<file path="src/design/chfws_pkg.sv">
// package for the chain fault / watchdog supervisor: constants, types
// assumes one 50 MHz core clock and a command decoder on that clock
// How it works
// idle ports: send fault status reply immediately
// one message per fault until status cleared
// busy ports: hold message until activity ends
// delayed message starts within rate-scaled limit
// pending fault: reads get fault then data
// pending fault: writes fault only, actions nothing
// zero write to fault status clears, acks
// watchdog inert when not daisy chained
// codes 1 to 63 give seconds
// top-bit codes give two-minute steps to 128
// code zero disables the watchdog
// zero code needs password, nonzero always accepted
// expiry sets flag, sleeps, halts measuring
// chained device drives alert while asleep
// expiry sends no chain fault message
// watchdog keeps counting during sleep
// only commands for this device restart watchdog
// wait for reply from device above
// reply timeout sends failure with own address
// reply kinds per command, top versus target
// target relays failure, plus data for reads
// failure reaches host within rate-scaled limit
// force chain inputs idle after each communication
// host may send all-ones bytes to recover
// alert low until all fault registers zero
// valid communication reloads full timeout
package chfws_pkg;
   // clock and timing
   localparam int CLK_HZ = 50_000_000;
   localparam int WDG_STEP_S = 1; // watchdog tick, seconds
   localparam int SEC_CYC = WDG_STEP_S * CLK_HZ;
   localparam int HOP_US = 400; // reply wait per level
   localparam int HOP_CYC = HOP_US * (CLK_HZ / 1_000_000);
   localparam int FAULT_RESP_MAX_US = 68; // at fastest chain rate
   localparam int FAIL_RESP_MAX_US = 5800; // at fastest chain rate
   // register map
   localparam logic [5:0] ADDR_FAULT_STATUS = 6'h04;
   localparam logic [5:0] ADDR_WBT = 6'h15;
   localparam logic [13:0] WBT_RESET = 14'h0000;
   localparam logic [13:0] FAULT_CLEAR = 14'h0000;
   localparam logic [5:0] WDG_PASSWORD = 6'h3a;
   // watchdog code layout
   localparam int WDG_CODE_W = 7;
   localparam int WDG_RANGE_BIT = 6;
   localparam int WDG_MIN_STEP = 2; // minutes per high step
   localparam int SEC_PER_MIN = 60;
   localparam int WDG_SEC_W = 13; // holds 128 minutes
   localparam logic [1:0] CHAIN_IDLE = 2'h1; // idle level of rx pins

   // command kinds seen by this device
   typedef enum logic [3:0] {
      CMD_READ = 4'h0, CMD_WRITE = 4'h1, CMD_SCAN = 4'h2,
      CMD_MEASURE = 4'h3, CMD_IDENTIFY = 4'h4, CMD_SLEEP = 4'h5,
      CMD_NAK = 4'h6, CMD_ACK = 4'h7, CMD_WAKEUP = 4'h8,
      CMD_BAL_EN = 4'h9, CMD_BAL_INH = 4'ha, CMD_RESET = 4'hb,
      CMD_CALC_CK = 4'hc, CMD_CHECK_CK = 4'hd, CMD_SCAN_CTL = 4'he
   } chfws_cmd_kind_t;

   typedef enum logic [0:0] {
      ST_IDLE = 1'b0,
      ST_WAIT = 1'b1
   } chfws_state_t;

   // decoded command strobe
   typedef struct packed {
      logic valid; // one-cycle strobe
      logic for_me; // addressed here or broadcast
      chfws_cmd_kind_t kind;
      logic [5:0] reg_addr;
      logic [13:0] wdata;
   } chfws_cmd_t;

   // reply arriving from the device above
   typedef struct packed {
      logic ok; // normal reply seen
      logic fail; // failure message seen
      logic [3:0] fail_addr;
   } chfws_reply_t;

   // response this device must transmit downward
   typedef struct packed {
      logic valid;
      logic fault; // fault status reply first
      logic data; // then requested data
      logic ack;
      logic nak;
      logic fail;
      logic [3:0] fail_addr;
   } chfws_resp_t;

   // static position and rate
   typedef struct packed {
      logic daisy; // part of a daisy chain
      logic top;
      logic [3:0] addr;
      logic [3:0] size;
      logic [1:0] rate; // 0=500k .. 3=62.5k
   } chfws_cfg_t;

   typedef struct packed {
      logic [1:0] s1;
      logic [1:0] s2;
   } chfws_sync_st_t;
endpackage

</file>
<file path="src/design/chfws_sync.sv">
// two-flop synchroniser for the two daisy chain receive pins
// assumes the pins are asynchronous to core_clk_i
`timescale 1ns/100ps
`default_nettype none
module chfws_sync (
   // clock and reset
   input wire logic core_clk_i,
   input wire logic reset_i,
   input wire logic clk_en_i,
   // pins and synced result
   input wire logic [1:0] pin_i,
   output logic [1:0] sync_o
);
   chfws_pkg::chfws_sync_st_t st_reg; // both stages
   chfws_pkg::chfws_sync_st_t st_next;

   // first stage feeds only the second
   always_comb begin
      st_next = st_reg;
      st_next.s1 = pin_i;
      st_next.s2 = st_reg.s1;
   end

   // register the stages; idle level after reset
   always_ff @(posedge core_clk_i) begin
      if (reset_i) begin
         st_reg <= {chfws_pkg::CHAIN_IDLE, chfws_pkg::CHAIN_IDLE};
      end else if (clk_en_i) begin
         st_reg <= st_next;
      end
   end

   assign sync_o = st_reg.s2;
endmodule
`default_nettype wire

</file>
<file path="src/design/chfws_supervisor.sv">
// chain fault messaging, comms watchdog, reply timeout, idle recovery
// assumes a command decoder and chain receiver on core_clk_i
`timescale 1ns/100ps
`default_nettype none
module chfws_supervisor #(
   parameter int SEC_CYC = chfws_pkg::SEC_CYC, // cycles per second
   parameter int HOP_CYC = chfws_pkg::HOP_CYC // reply wait per level
) (
   // clock, reset, enable
   input wire logic core_clk_i,
   input wire logic reset_i,
   input wire logic clk_en_i,
   // position and chain rate
   input wire chfws_pkg::chfws_cfg_t cfg_i,
   // decoded commands and replies from above
   input wire chfws_pkg::chfws_cmd_t cmd_i,
   input wire chfws_pkg::chfws_reply_t reply_i,
   input wire logic chain_busy_i,
   input wire logic [1:0] chain_rx_i,
   // fault sources and setup password field
   input wire logic [13:0] fault_status_i,
   input wire logic fault_data_nz_i,
   input wire logic [5:0] setup_pwd_i,
   // responses and status
   output chfws_pkg::chfws_resp_t resp_o,
   output logic [13:0] wbt_o,
   output logic comms_timeout_fault_flag_o,
   output logic sleep_o,
   output logic meas_halt_o,
   output logic fault_n_o,
   output logic idle_restore_o,
   output logic port_flipped_o,
   output logic wait_reply_o
);
   // all state of this module
   typedef struct packed {
      chfws_pkg::chfws_state_t state;
      chfws_pkg::chfws_resp_t resp;
      logic [13:0] wbt; // watchdog_balance_timing
      logic [25:0] pre; // one-second prescaler
      logic [12:0] secs; // seconds left
      logic flag; // comms_timeout_fault_flag
      logic sleep;
      logic msg_sent; // fault message already issued
      logic clr_d; // fault status cleared last cycle
      logic busy_d;
      logic idle_restore;
      logic flipped;
      logic [23:0] wcnt; // reply wait counter
      chfws_pkg::chfws_cmd_kind_t wkind;
      logic wtarget; // waited command was for us
   } chfws_st_t;

   chfws_st_t st_reg;
   chfws_st_t st_next;
   logic [1:0] rx_sync; // synced chain rx pins

   // timeout in seconds for a watchdog code
   function automatic logic [12:0] wdg_seconds(input logic [6:0] code);
      logic [12:0] steps;
      steps = {7'h00, code[5:0]} + 13'h0001;
      if (code[chfws_pkg::WDG_RANGE_BIT]) begin
         wdg_seconds = 13'(steps * 13'(chfws_pkg::WDG_MIN_STEP *
                                        chfws_pkg::SEC_PER_MIN));
      end else begin
         wdg_seconds = {7'h00, code[5:0]};
      end
   endfunction

   // commands after which this device waits for the one above
   function automatic logic cmd_waits(input chfws_pkg::chfws_cmd_kind_t k);
      unique case (k)
         chfws_pkg::CMD_READ, chfws_pkg::CMD_WRITE, chfws_pkg::CMD_ACK,
         chfws_pkg::CMD_NAK, chfws_pkg::CMD_BAL_EN, chfws_pkg::CMD_BAL_INH,
         chfws_pkg::CMD_CALC_CK, chfws_pkg::CMD_CHECK_CK:
            cmd_waits = 1'b1;
         default:
            cmd_waits = 1'b0;
      endcase
   endfunction

   // normal reply of this device to a command
   function automatic chfws_pkg::chfws_resp_t respond(
      input chfws_pkg::chfws_cmd_kind_t k,
      input logic target,
      input logic top,
      input logic pend,
      input logic clr);
      chfws_pkg::chfws_resp_t r;
      r = '0;
      if (pend && target && !clr) begin
         // outstanding fault overrides the normal reply
         if (k == chfws_pkg::CMD_READ) begin
            r.fault = 1'b1;
            r.data = 1'b1;
         end else if (k == chfws_pkg::CMD_WRITE) begin
            r.fault = 1'b1;
         end
      end else begin
         unique case (k)
            chfws_pkg::CMD_READ: begin
               r.data = target;
               r.ack = !target;
            end
            chfws_pkg::CMD_WRITE, chfws_pkg::CMD_ACK, chfws_pkg::CMD_NAK,
            chfws_pkg::CMD_BAL_EN, chfws_pkg::CMD_BAL_INH,
            chfws_pkg::CMD_CALC_CK, chfws_pkg::CMD_CHECK_CK,
            chfws_pkg::CMD_SCAN_CTL: begin
               r.ack = 1'b1;
            end
            chfws_pkg::CMD_IDENTIFY, chfws_pkg::CMD_SLEEP,
            chfws_pkg::CMD_WAKEUP: begin
               r.ack = top;
               r.nak = !top;
            end
            default: begin
               r = '0; // scan, measure, reset answer nothing
            end
         endcase
      end
      r.valid = r.fault | r.data | r.ack | r.nak;
      respond = r;
   endfunction

   // receive pins cross in from outside the clock domain
   chfws_sync u_sync (
      .core_clk_i(core_clk_i),
      .reset_i(reset_i),
      .clk_en_i(clk_en_i),
      .pin_i(chain_rx_i),
      .sync_o(rx_sync)
   );

   // next-state logic
   always_comb begin
      logic mine;
      logic clr_wr;
      logic wdg_on;
      logic fault_any;
      logic [3:0] levels;
      logic [23:0] limit;
      logic [12:0] reload;
      mine = 1'b0;
      clr_wr = 1'b0;
      wdg_on = 1'b0;
      fault_any = 1'b0;
      levels = 4'h0;
      limit = 24'h000000;
      reload = 13'h0000;
      st_next = st_reg;
      st_next.resp = '0;
      st_next.idle_restore = 1'b0;
      st_next.busy_d = chain_busy_i;

      mine = cmd_i.valid & cmd_i.for_me;
      clr_wr = mine && cmd_i.kind == chfws_pkg::CMD_WRITE &&
               cmd_i.reg_addr == chfws_pkg::ADDR_FAULT_STATUS &&
               cmd_i.wdata == chfws_pkg::FAULT_CLEAR;
      st_next.clr_d = clr_wr;

      // end of activity: re-force the receive inputs idle
      if (st_reg.busy_d && !chain_busy_i) begin
         st_next.idle_restore = 1'b1;
      end
      // a quiet port sitting at the wrong level looks flipped
      st_next.flipped = !chain_busy_i && rx_sync != chfws_pkg::CHAIN_IDLE;

      // timing register write; zero code guarded by password
      if (mine && cmd_i.kind == chfws_pkg::CMD_WRITE &&
          cmd_i.reg_addr == chfws_pkg::ADDR_WBT) begin
         if (cmd_i.wdata[6:0] != 7'h00 ||
             setup_pwd_i == chfws_pkg::WDG_PASSWORD) begin
            st_next.wbt = cmd_i.wdata;
         end else begin
            st_next.wbt = {cmd_i.wdata[13:7], st_reg.wbt[6:0]};
         end
      end

      // sleep entry and exit by command
      if (mine && cmd_i.kind == chfws_pkg::CMD_SLEEP) begin
         st_next.sleep = 1'b1;
      end else if (mine && cmd_i.kind == chfws_pkg::CMD_WAKEUP) begin
         st_next.sleep = 1'b0;
      end

      // flag clears only once awake; expiry below wins over the clear
      if (clr_wr && !st_reg.sleep) begin
         st_next.flag = 1'b0;
      end

      // watchdog: only in a chain and with a nonzero code
      wdg_on = cfg_i.daisy && st_next.wbt[6:0] != 7'h00;
      reload = wdg_seconds(st_next.wbt[6:0]);
      if (!wdg_on) begin
         st_next.pre = 26'h0000000;
         st_next.secs = reload;
      end else if (mine) begin
         st_next.pre = 26'h0000000;
         st_next.secs = reload;
      end else if (st_reg.pre == 26'(SEC_CYC - 1)) begin
         st_next.pre = 26'h0000000;
         if (st_reg.secs <= 13'h0001) begin
            // expiry; counting goes on even while asleep
            st_next.flag = 1'b1;
            st_next.sleep = 1'b1;
            st_next.secs = reload;
         end else begin
            st_next.secs = st_reg.secs - 13'h0001;
         end
      end else begin
         st_next.pre = st_reg.pre + 26'h0000001;
      end

      // fault message latch; the timeout flag is not a source here
      fault_any = |fault_status_i;
      if (clr_wr) begin
         st_next.msg_sent = 1'b0;
      end

      // reply wait limit grows with levels above and slower rates
      levels = cfg_i.size - cfg_i.addr;
      if (levels == 4'h0) begin
         levels = 4'h1;
      end
      limit = 24'(24'(HOP_CYC) * {20'h00000, levels}) << cfg_i.rate;

      unique case (st_reg.state)
         chfws_pkg::ST_IDLE: begin
            if (cmd_i.valid && cmd_waits(cmd_i.kind) && !cfg_i.top &&
                cfg_i.daisy) begin
               st_next.state = chfws_pkg::ST_WAIT;
               st_next.wcnt = 24'h000000;
               st_next.wkind = cmd_i.kind;
               st_next.wtarget = cmd_i.for_me;
            end else if (cmd_i.valid && (cmd_i.for_me || cfg_i.top)) begin
               st_next.resp = respond(cmd_i.kind, cmd_i.for_me, cfg_i.top,
                                      st_reg.msg_sent, clr_wr);
            end
         end
         chfws_pkg::ST_WAIT: begin
            st_next.wcnt = st_reg.wcnt + 24'h000001;
            if (reply_i.fail) begin
               st_next.state = chfws_pkg::ST_IDLE;
               if (st_reg.wtarget) begin
                  st_next.resp.valid = 1'b1;
                  st_next.resp.fail = 1'b1;
                  st_next.resp.fail_addr = reply_i.fail_addr;
                  st_next.resp.data = st_reg.wkind == chfws_pkg::CMD_READ;
               end
            end else if (reply_i.ok) begin
               st_next.state = chfws_pkg::ST_IDLE;
               if (st_reg.wtarget) begin
                  st_next.resp = respond(st_reg.wkind, 1'b1, 1'b0,
                                         st_reg.msg_sent, st_reg.clr_d);
               end
            end else if (st_reg.wcnt >= limit) begin
               st_next.state = chfws_pkg::ST_IDLE;
               st_next.resp.valid = 1'b1;
               st_next.resp.fail = 1'b1;
               st_next.resp.fail_addr = cfg_i.addr;
            end
         end
      endcase

      // unsolicited message once ports are quiet and nothing else goes
      if (fault_any && !st_reg.msg_sent && !clr_wr && !st_reg.clr_d &&
          !chain_busy_i && !cmd_i.valid && !st_next.resp.valid) begin
         st_next.resp = '0;
         st_next.resp.valid = 1'b1;
         st_next.resp.fault = 1'b1;
         st_next.msg_sent = 1'b1;
      end
   end

   // state register with clock enable
   always_ff @(posedge core_clk_i) begin
      if (reset_i) begin
         st_reg <= '0;
         st_reg.wbt <= chfws_pkg::WBT_RESET;
         st_reg.state <= chfws_pkg::ST_IDLE;
         st_reg.wkind <= chfws_pkg::CMD_READ;
      end else if (clk_en_i) begin
         st_reg <= st_next;
      end
   end

   // outputs; alert is combinational so it falls the cycle a fault shows
   assign resp_o = st_reg.resp;
   assign wbt_o = st_reg.wbt;
   assign comms_timeout_fault_flag_o = st_reg.flag;
   assign sleep_o = st_reg.sleep;
   assign meas_halt_o = st_reg.sleep;
   assign fault_n_o = !(|fault_status_i || fault_data_nz_i ||
                        (st_reg.flag && cfg_i.daisy));
   assign idle_restore_o = st_reg.idle_restore;
   assign port_flipped_o = st_reg.flipped;
   assign wait_reply_o = st_reg.state == chfws_pkg::ST_WAIT;
endmodule
`default_nettype wire

</file>
<file path="config.mk">
export PLATFORM = sky130hd
export DESIGN_NAME = chfws_supervisor
export DESIGN_NICKNAME = d
export VERILOG_FILES = /design/src/design/chfws_pkg.sv /design/src/design/chfws_sync.sv /design/src/design/chfws_supervisor.sv
export SDC_FILE = /design/constraint.sdc
export NUM_CORES = 1
export LEC_CHECK = 0
export ABC_AREA = 0
export BUFFER_PORTS_ARGS = -buffer_cell sky130_fd_sc_hd__buf_2
export CAP_MARGIN = 20
export CORE_ASPECT_RATIO = 1.4
export CORE_MARGIN = 5
export CORE_UTILIZATION = 40
export CTS_BUF_LIST = sky130_fd_sc_hd__clkbuf_8
export DETAILED_ROUTE_END_ITERATION = 10
export GPL_ROUTABILITY_DRIVEN = 1
export HOLD_SLACK_MARGIN = 0.02
export PLACE_DENSITY = 0.69
export SYNTH_ARGS = -nofsm -noshare
export SYNTH_HDL_FRONTEND = slang
export SYNTH_HIERARCHICAL = 1
export SYNTH_SLANG_ARGS = --single-unit
</file>
<file path="constraint.sdc">
create_clock -name core_clk_i -period 7.85 [get_ports core_clk_i]
set_input_delay 1.57 -clock core_clk_i [delete_from_list [all_inputs] [get_ports core_clk_i]]
set_output_delay 1.57 -clock core_clk_i [all_outputs]
set_load 0.01 [all_outputs]
</file>
* After elaboration in Yosys (flattened, before gate mapping) *
Memories as Yosys holds them, arrays and structs flattened.
Index checks and enable logic that the tools add are counted.
W data, S select, Z words.

cells by class
  shift operators = 1
  add/subtract/negate cells = 5
  reductions and logical operators = 55
  mux-type cells = 69
  bitwise gates (word level) = 8
  eq/ne operators = 29
  magnitude comparators = 2
  multiply operators = 2

operator list
  operator                 count
  $mux W39                 2
  $mux W7                  11
  $eq A4 B4 Y1 const B     12
  $pmux W24 S2             1
  $mux W10                 4
  $eq A4 B3 Y1 const B     8
  $mux W2                  16
  $mux W29                 1
  $add A26 B1 Y26 const B  1
  $eq A26 B26 Y1 const B   1
  $mux W13                 2
  $mux W26                 1
  $add A24 B1 Y24 const B  1
  $ge A24 B24 Y1           1
  $logic_and A1 B1 Y1      24
  $shl A19 B2 Y24          1
  $mux W1                  22
  $pmux W11 S2             1
  $mux W5                  4
  $reduce_or A8 Y1         2
  $mux W15                 1
  $logic_not A14 Y1        1
  $mul A10 B4 Y14 const A  1
  $reduce_bool A7 Y1       2
  25 further kinds         50

storage, ports and cells
  input port bits = 71
  memories kept = 1
  output and inout bits = 31
  logic and storage cells = 196
  bits in read-only memories = 16
  flip-flop bits (word level) = 104

memory list
  memory            depth  bits a word  read ports  clocked after Yosys merged registers in  write ports  line                    source
  (name not given)  16     1            1           0                                        0            chfws_supervisor.sv:72  unique case (k)

* Depth between registers and ports, before layout *
  depth in word-level cells = 20
  depth in mapped cells = 28

* Cells and area by module *
The synthesis kept the hierarchy.

modules (own cells, without submodules)
  module            times used  cells each  sequential area each (µm²)  area an instance (µm²)
  chfws_supervisor  1           949         2,001.9                     7,805.0
  chfws_sync        1           12          80.1                        137.6

* Worst setup path before layout *
OpenSTA, ideal clock, no wires.

  path kind = in2reg
  start point = input cfg_i[7] in the netlist's numbering
  end point = register st_reg (netlist bit resp_o[8])
  data arrival time = 6,685 ps
  data required time = 7,704 ps
  setup slack = 1,019 ps
  cell stages on the path = 26
  library setup time = 146 ps
  cells stage by stage = inv_1 -> ha_1 -> nor2b_1 -> o21ai_0 -> a21oi_1 -> or2_2 -> clkbuf_1 -> fa_1 -> inv_1 -> ha_1 -> ha_1 -> a21o_1 -> a21oi_1 -> o21ai_0 -> a211o_1 -> o2111ai_1 -> o211ai_1 -> mux2_2 -> ha_1 -> nand4_1 -> nor3_1 -> nand3_1 -> a2111o_1 -> a21oi_1 -> a211o_1 -> a41oi_1

on the way
  word-level cells in the longest chain between the ends = 13

ends and longest elaborated chain
  item                    line                     source
  start: declaration      chfws_supervisor.sv:14   input wire chfws_pkg::chfws_cfg_t cfg_i,
  $sub A4 B4 Y4 *         chfws_supervisor.sv:221  levels = cfg_i.size - cfg_i.addr;
  $logic_not A4 Y1        chfws_supervisor.sv:222  if (levels == 4'h0) begin
  $mux W4 *               chfws_supervisor.sv:222
  $mul A10 B4 Y14 *       chfws_supervisor.sv:225  limit = 24'(24'(HOP_CYC) * {20'h00000, levels}) << cfg_i.rate;
  $shl A19 B2 Y24 *       chfws_supervisor.sv:225
  $ge A24 B24 Y1 *        chfws_supervisor.sv:256  end else if (st_reg.wcnt >= limit) begin
  $mux W2 *               chfws_supervisor.sv:256
  $mux W2 *               chfws_supervisor.sv:250  end else if (reply_i.ok) begin
  $mux W2 *               chfws_supervisor.sv:242  if (reply_i.fail) begin
  $pmux W11 S2 *          chfws_supervisor.sv:227  unique case (st_reg.state)
  $logic_not A1 Y1 *      chfws_supervisor.sv:267  !chain_busy_i && !cmd_i.valid && !st_next.resp.valid) begin
  $logic_and A1 B1 Y1 *   chfws_supervisor.sv:267
  $mux W10 *              chfws_supervisor.sv:266  if (fault_any && !st_reg.msg_sent && !clr_wr && !st_reg.clr_d &&
  end signal: assignment  chfws_supervisor.sv:283  st_reg <= st_next;
  end: declaration        chfws_supervisor.sv:54   chfws_st_t st_reg;

Mark *: on every way between the ends. The rest lies on a longest branch, timed or not.
A chain may end at the register's enable or synchronous reset.

* Final worst setup path *
Same ends and word-level chain as after synthesis.

==> reports/qor.txt <==
Simple-gate share of the synthesized area = 26.4%
Number of synthesized flops with an enable pin = 0
Vias in the first global route = 6721
Via count = 6933
FF+latch count, synth = 104
# rows = 61
R2R Path Start = wbt_o[2]
H-tree depth = 3
Detail Placement HPWL = 15.1 mm
Leakage dissipation = 0.00348 µW
Setup TNS = 0 ns
Max-slew headroom = 48.3%
Internal power = 885 µW
Max Clk Rate = 140 MHz
Yosys cell types = 83
Worst-path clk slew = 0.11 ns
Post-Synth Adder-Cell Area = 12.2%
CP Capture Type = register
CTS buffer count = 9
Residual DRC count = 0
Top-count cell post-synth = dfxtp_1
Worst Path Arrival = 7.36 ns
Drt pass-1 iters = 5
Final period utilization = 90.7%
Worst min-delay path startpoint = wbt_o[12]
Drt first-iter violations = 331
Initial core utilization = 40.3%
Area of the multi-input gates = 0.00528 mm²
Seq/Total Area, Yosys = 26.2%
CTS root buf = clkbuf_8
Initial antenna violation count = 3
Mapped Area = 0.00794 mm²
Worst Hold Class = register to register
Layout Skew = 0.0178 ns
Area leader, netlist = dfxtp_1
Crit Path Class = input pin to register
Critical path fanouts, max = 9
GPL Wtd Cong = 0.906
Post-synthesis mux area share = 3.56%
Seq pwr share = 40.1%
Post-Synth XOR/XNOR Area = 7.17%
Async S/R FF share, synth = 0%
# hold bufs at CTS = 0
Warnings, synthesis = 6
CTS tree = yes
Clock Sinks = 104
Slew Limit Fails = 0
Fin nets = 1156
RSZ-0062 raised after global routing = false
Worst Tran Pin Value = 0.770 ns
RR Endpoint = st_reg[47]
Switch Pwr = 496 µW
Switching part of the total = 35.9%
Most instantiated cells after synthesis = dfxtp_1 (104), nor2_1 (90), nand2_1 (78)
Avg Inst Size Synth = 8.26 µm²
Die W = 129 µm
Area contributors post-synth = dfxtp_1 (26%), ha_1 (8.7%), nor2_1 (4.3%)
Compound-Gate Fraction of Synth Area = 17.2%
Pin count of the biggest net entering global routing = 71
Total core area = 0.0197 mm²
Layout cells sized above 1 = 17.4%
Cell depth of the worst min-delay path = 2
Vias/cell = 5.44
Global route overflow = 0
R2R depth = 15
FF-to-FF setup slack = 3.53 ns
Status = complete, no violations
Post-CTS resize count = 0
Post-placement cell count = 1257
Die Ht = 177 µm
Clock power share = 26.1%
Startpoint types = input pin
Max reg flops = 71
# fillers = 1999
Cells after synthesis = 961
Skew-Pair Late Insertion Delay = 0.39 ns
Final Hold Viols = 0
I/O Pins = 102
WL/cell = 15.1 µm
ANT nets after route = 0
Hold endpoint = wbt_o[12]
Power Density = 160 mW/mm²
Tot GR Track Use = 17.1%
First-pass GRT wire length = 32.2 mm
Die Area = 0.0228 mm²
Total Power = 1380 µW
Post-Layout Cell Count = 1274
Ys flop type = dfxtp_1
Combinational share of power = 33.8%
Reg area = 0.00208 mm²
Max Cap Viol = 0
Post-CTS Repair Setup Buffers = 0
Required @ worst endpoint = 8.09 ns
Area growth from synthesis to layout = 8.71%
Hold Slack = 0.461 ns
Post-synth top area share = 26.2%
Drt total wl = 19.3 mm
Maximum buffer depth of the clock tree = 2
Largest family of logic cells by synthesized area = simple AND/OR/NAND/NOR gates
Min cycle time layout = 7.12 ns
VDD IR-drop max = 74.9 µV
Post-Syn Nets = 1101
Buffers on Ports = 101
Final setup fails = 0
## per-layer routing
metal / vias up / GRT usage [%] / routed length [µm] / part of all wire (%)
met5: - / 0 / 34 / 0.18
met4: 4 / 5.56 / 439 / 2.3
met3: 35 / 3.35 / 681 / 3.5
met2: 113 / 29.8 / 9820 / 51
met1: 3290 / 20.9 / 8300 / 43
li1: 3491 / - / - / -
## worst max-delay path by stage
stage / endpoint / slack (ns) / start / cells after the start
3_5_place_dp: resp_o[0] / 0.35 / cfg_i[7] / 27
5_1_grt: resp_o[0] / 0.22 / cfg_i[7] / 27
3_3_place_gp: resp_o[8] / 0.58 / cfg_i[7] / 27
2_1_floorplan: resp_o[8] / 1.02 / cfg_i[7] / 26
6_report: resp_o[8] / 0.73 / cfg_i[7] / 27
4_1_cts: resp_o[8] / 0.79 / cfg_i[7] / 27
## final cells by class
type / instances / share of cell area [%]
Clock inverter: 7 / 1.00
Antenna cell: 1 / 0.0290
Clock buffer: 9 / 1.43
Inverter: 55 / 2.39
Timing Repair Buffer: 105 / 6.20
Tap cell: 252 / 3.65
Sequential cell: 104 / 24.1
Multi-Input combinational cell: 741 / 61.2
## power by group through the flow
| stage | clock network, µW | logic [µW] | registers [µW] |
|---|---|---|---|
| 5_1_grt | 393 | 534 | 555 |
| 4_1_cts | 375 | 469 | 553 |
| 3_3_place_gp | 0 | 457 | 564 |
| 3_5_place_dp | 0 | 467 | 565 |
| 6_report | 361 | 467 | 553 |
| 2_1_floorplan | 0 | 365 | 561 |
## per-stage QoR
stage / setup slack [ns] / instance area [µm²] / utilization [%]
after global placement: 0.579 / 8420 / 42.8
after floorplan: 1.02 / 7940 / -
final: 0.728 / 8630 / 43.8
after detailed placement: 0.354 / 8420 / 42.8
after CTS: 0.791 / 8630 / 43.8
after global routing: 0.224 / 8630 / 43.8
## cells in the final DEF (no fill, tap or decap), types with 9 or more instances in the layout
cell type / instances
dfxtp_1: 104
buf_2: 101
nor2_1: 90
nand2_1: 78
a21oi_1: 63
ha_1: 55
inv_1: 53
o21ai_0: 52
xor2_1: 36
nand3_1: 35
xnor2_1: 29
nor3_1: 22
nor2_4: 20
mux2i_1: 17
and3_1: 17
nand4_1: 17
or3_1: 16
a211oi_1: 15
fa_1: 14
nor2b_1: 13
nor4_1: 9
clkbuf_8: 9
## cell families after synthesis
kind of cell | count (synthesis)
xor+xnor | 65
flops | 104
compound gates | 209
buf+inv | 116
simple gates | 373
mux | 25
fa+ha+maj | 69
## critical path, cell delays in order
cell	delay [ns]
buf_2	0.11
inv_1	0.09
ha_1	0.23
nor2b_1	0.13
o21ai_0	0.24
a21oi_1	0.10
or2_2	0.41
fa_1	0.55
inv_1	0.04
ha_1	0.29
inv_1	0.06
fa_1	0.45
nor2b_1	0.13
o21ai_0	0.10
a21boi_0	0.36
nor2_1	0.08
a22oi_1	0.15
o211ai_1	0.12
mux2_2	0.29
ha_1	0.29
nand4_1	0.10
nor3_1	0.21
nand3_1	0.13
a2111o_1	0.34
a21oi_1	0.44
a211o_1	0.22
a41oi_1	0.12
Note: power is estimated with default switching activity, not from simulation.
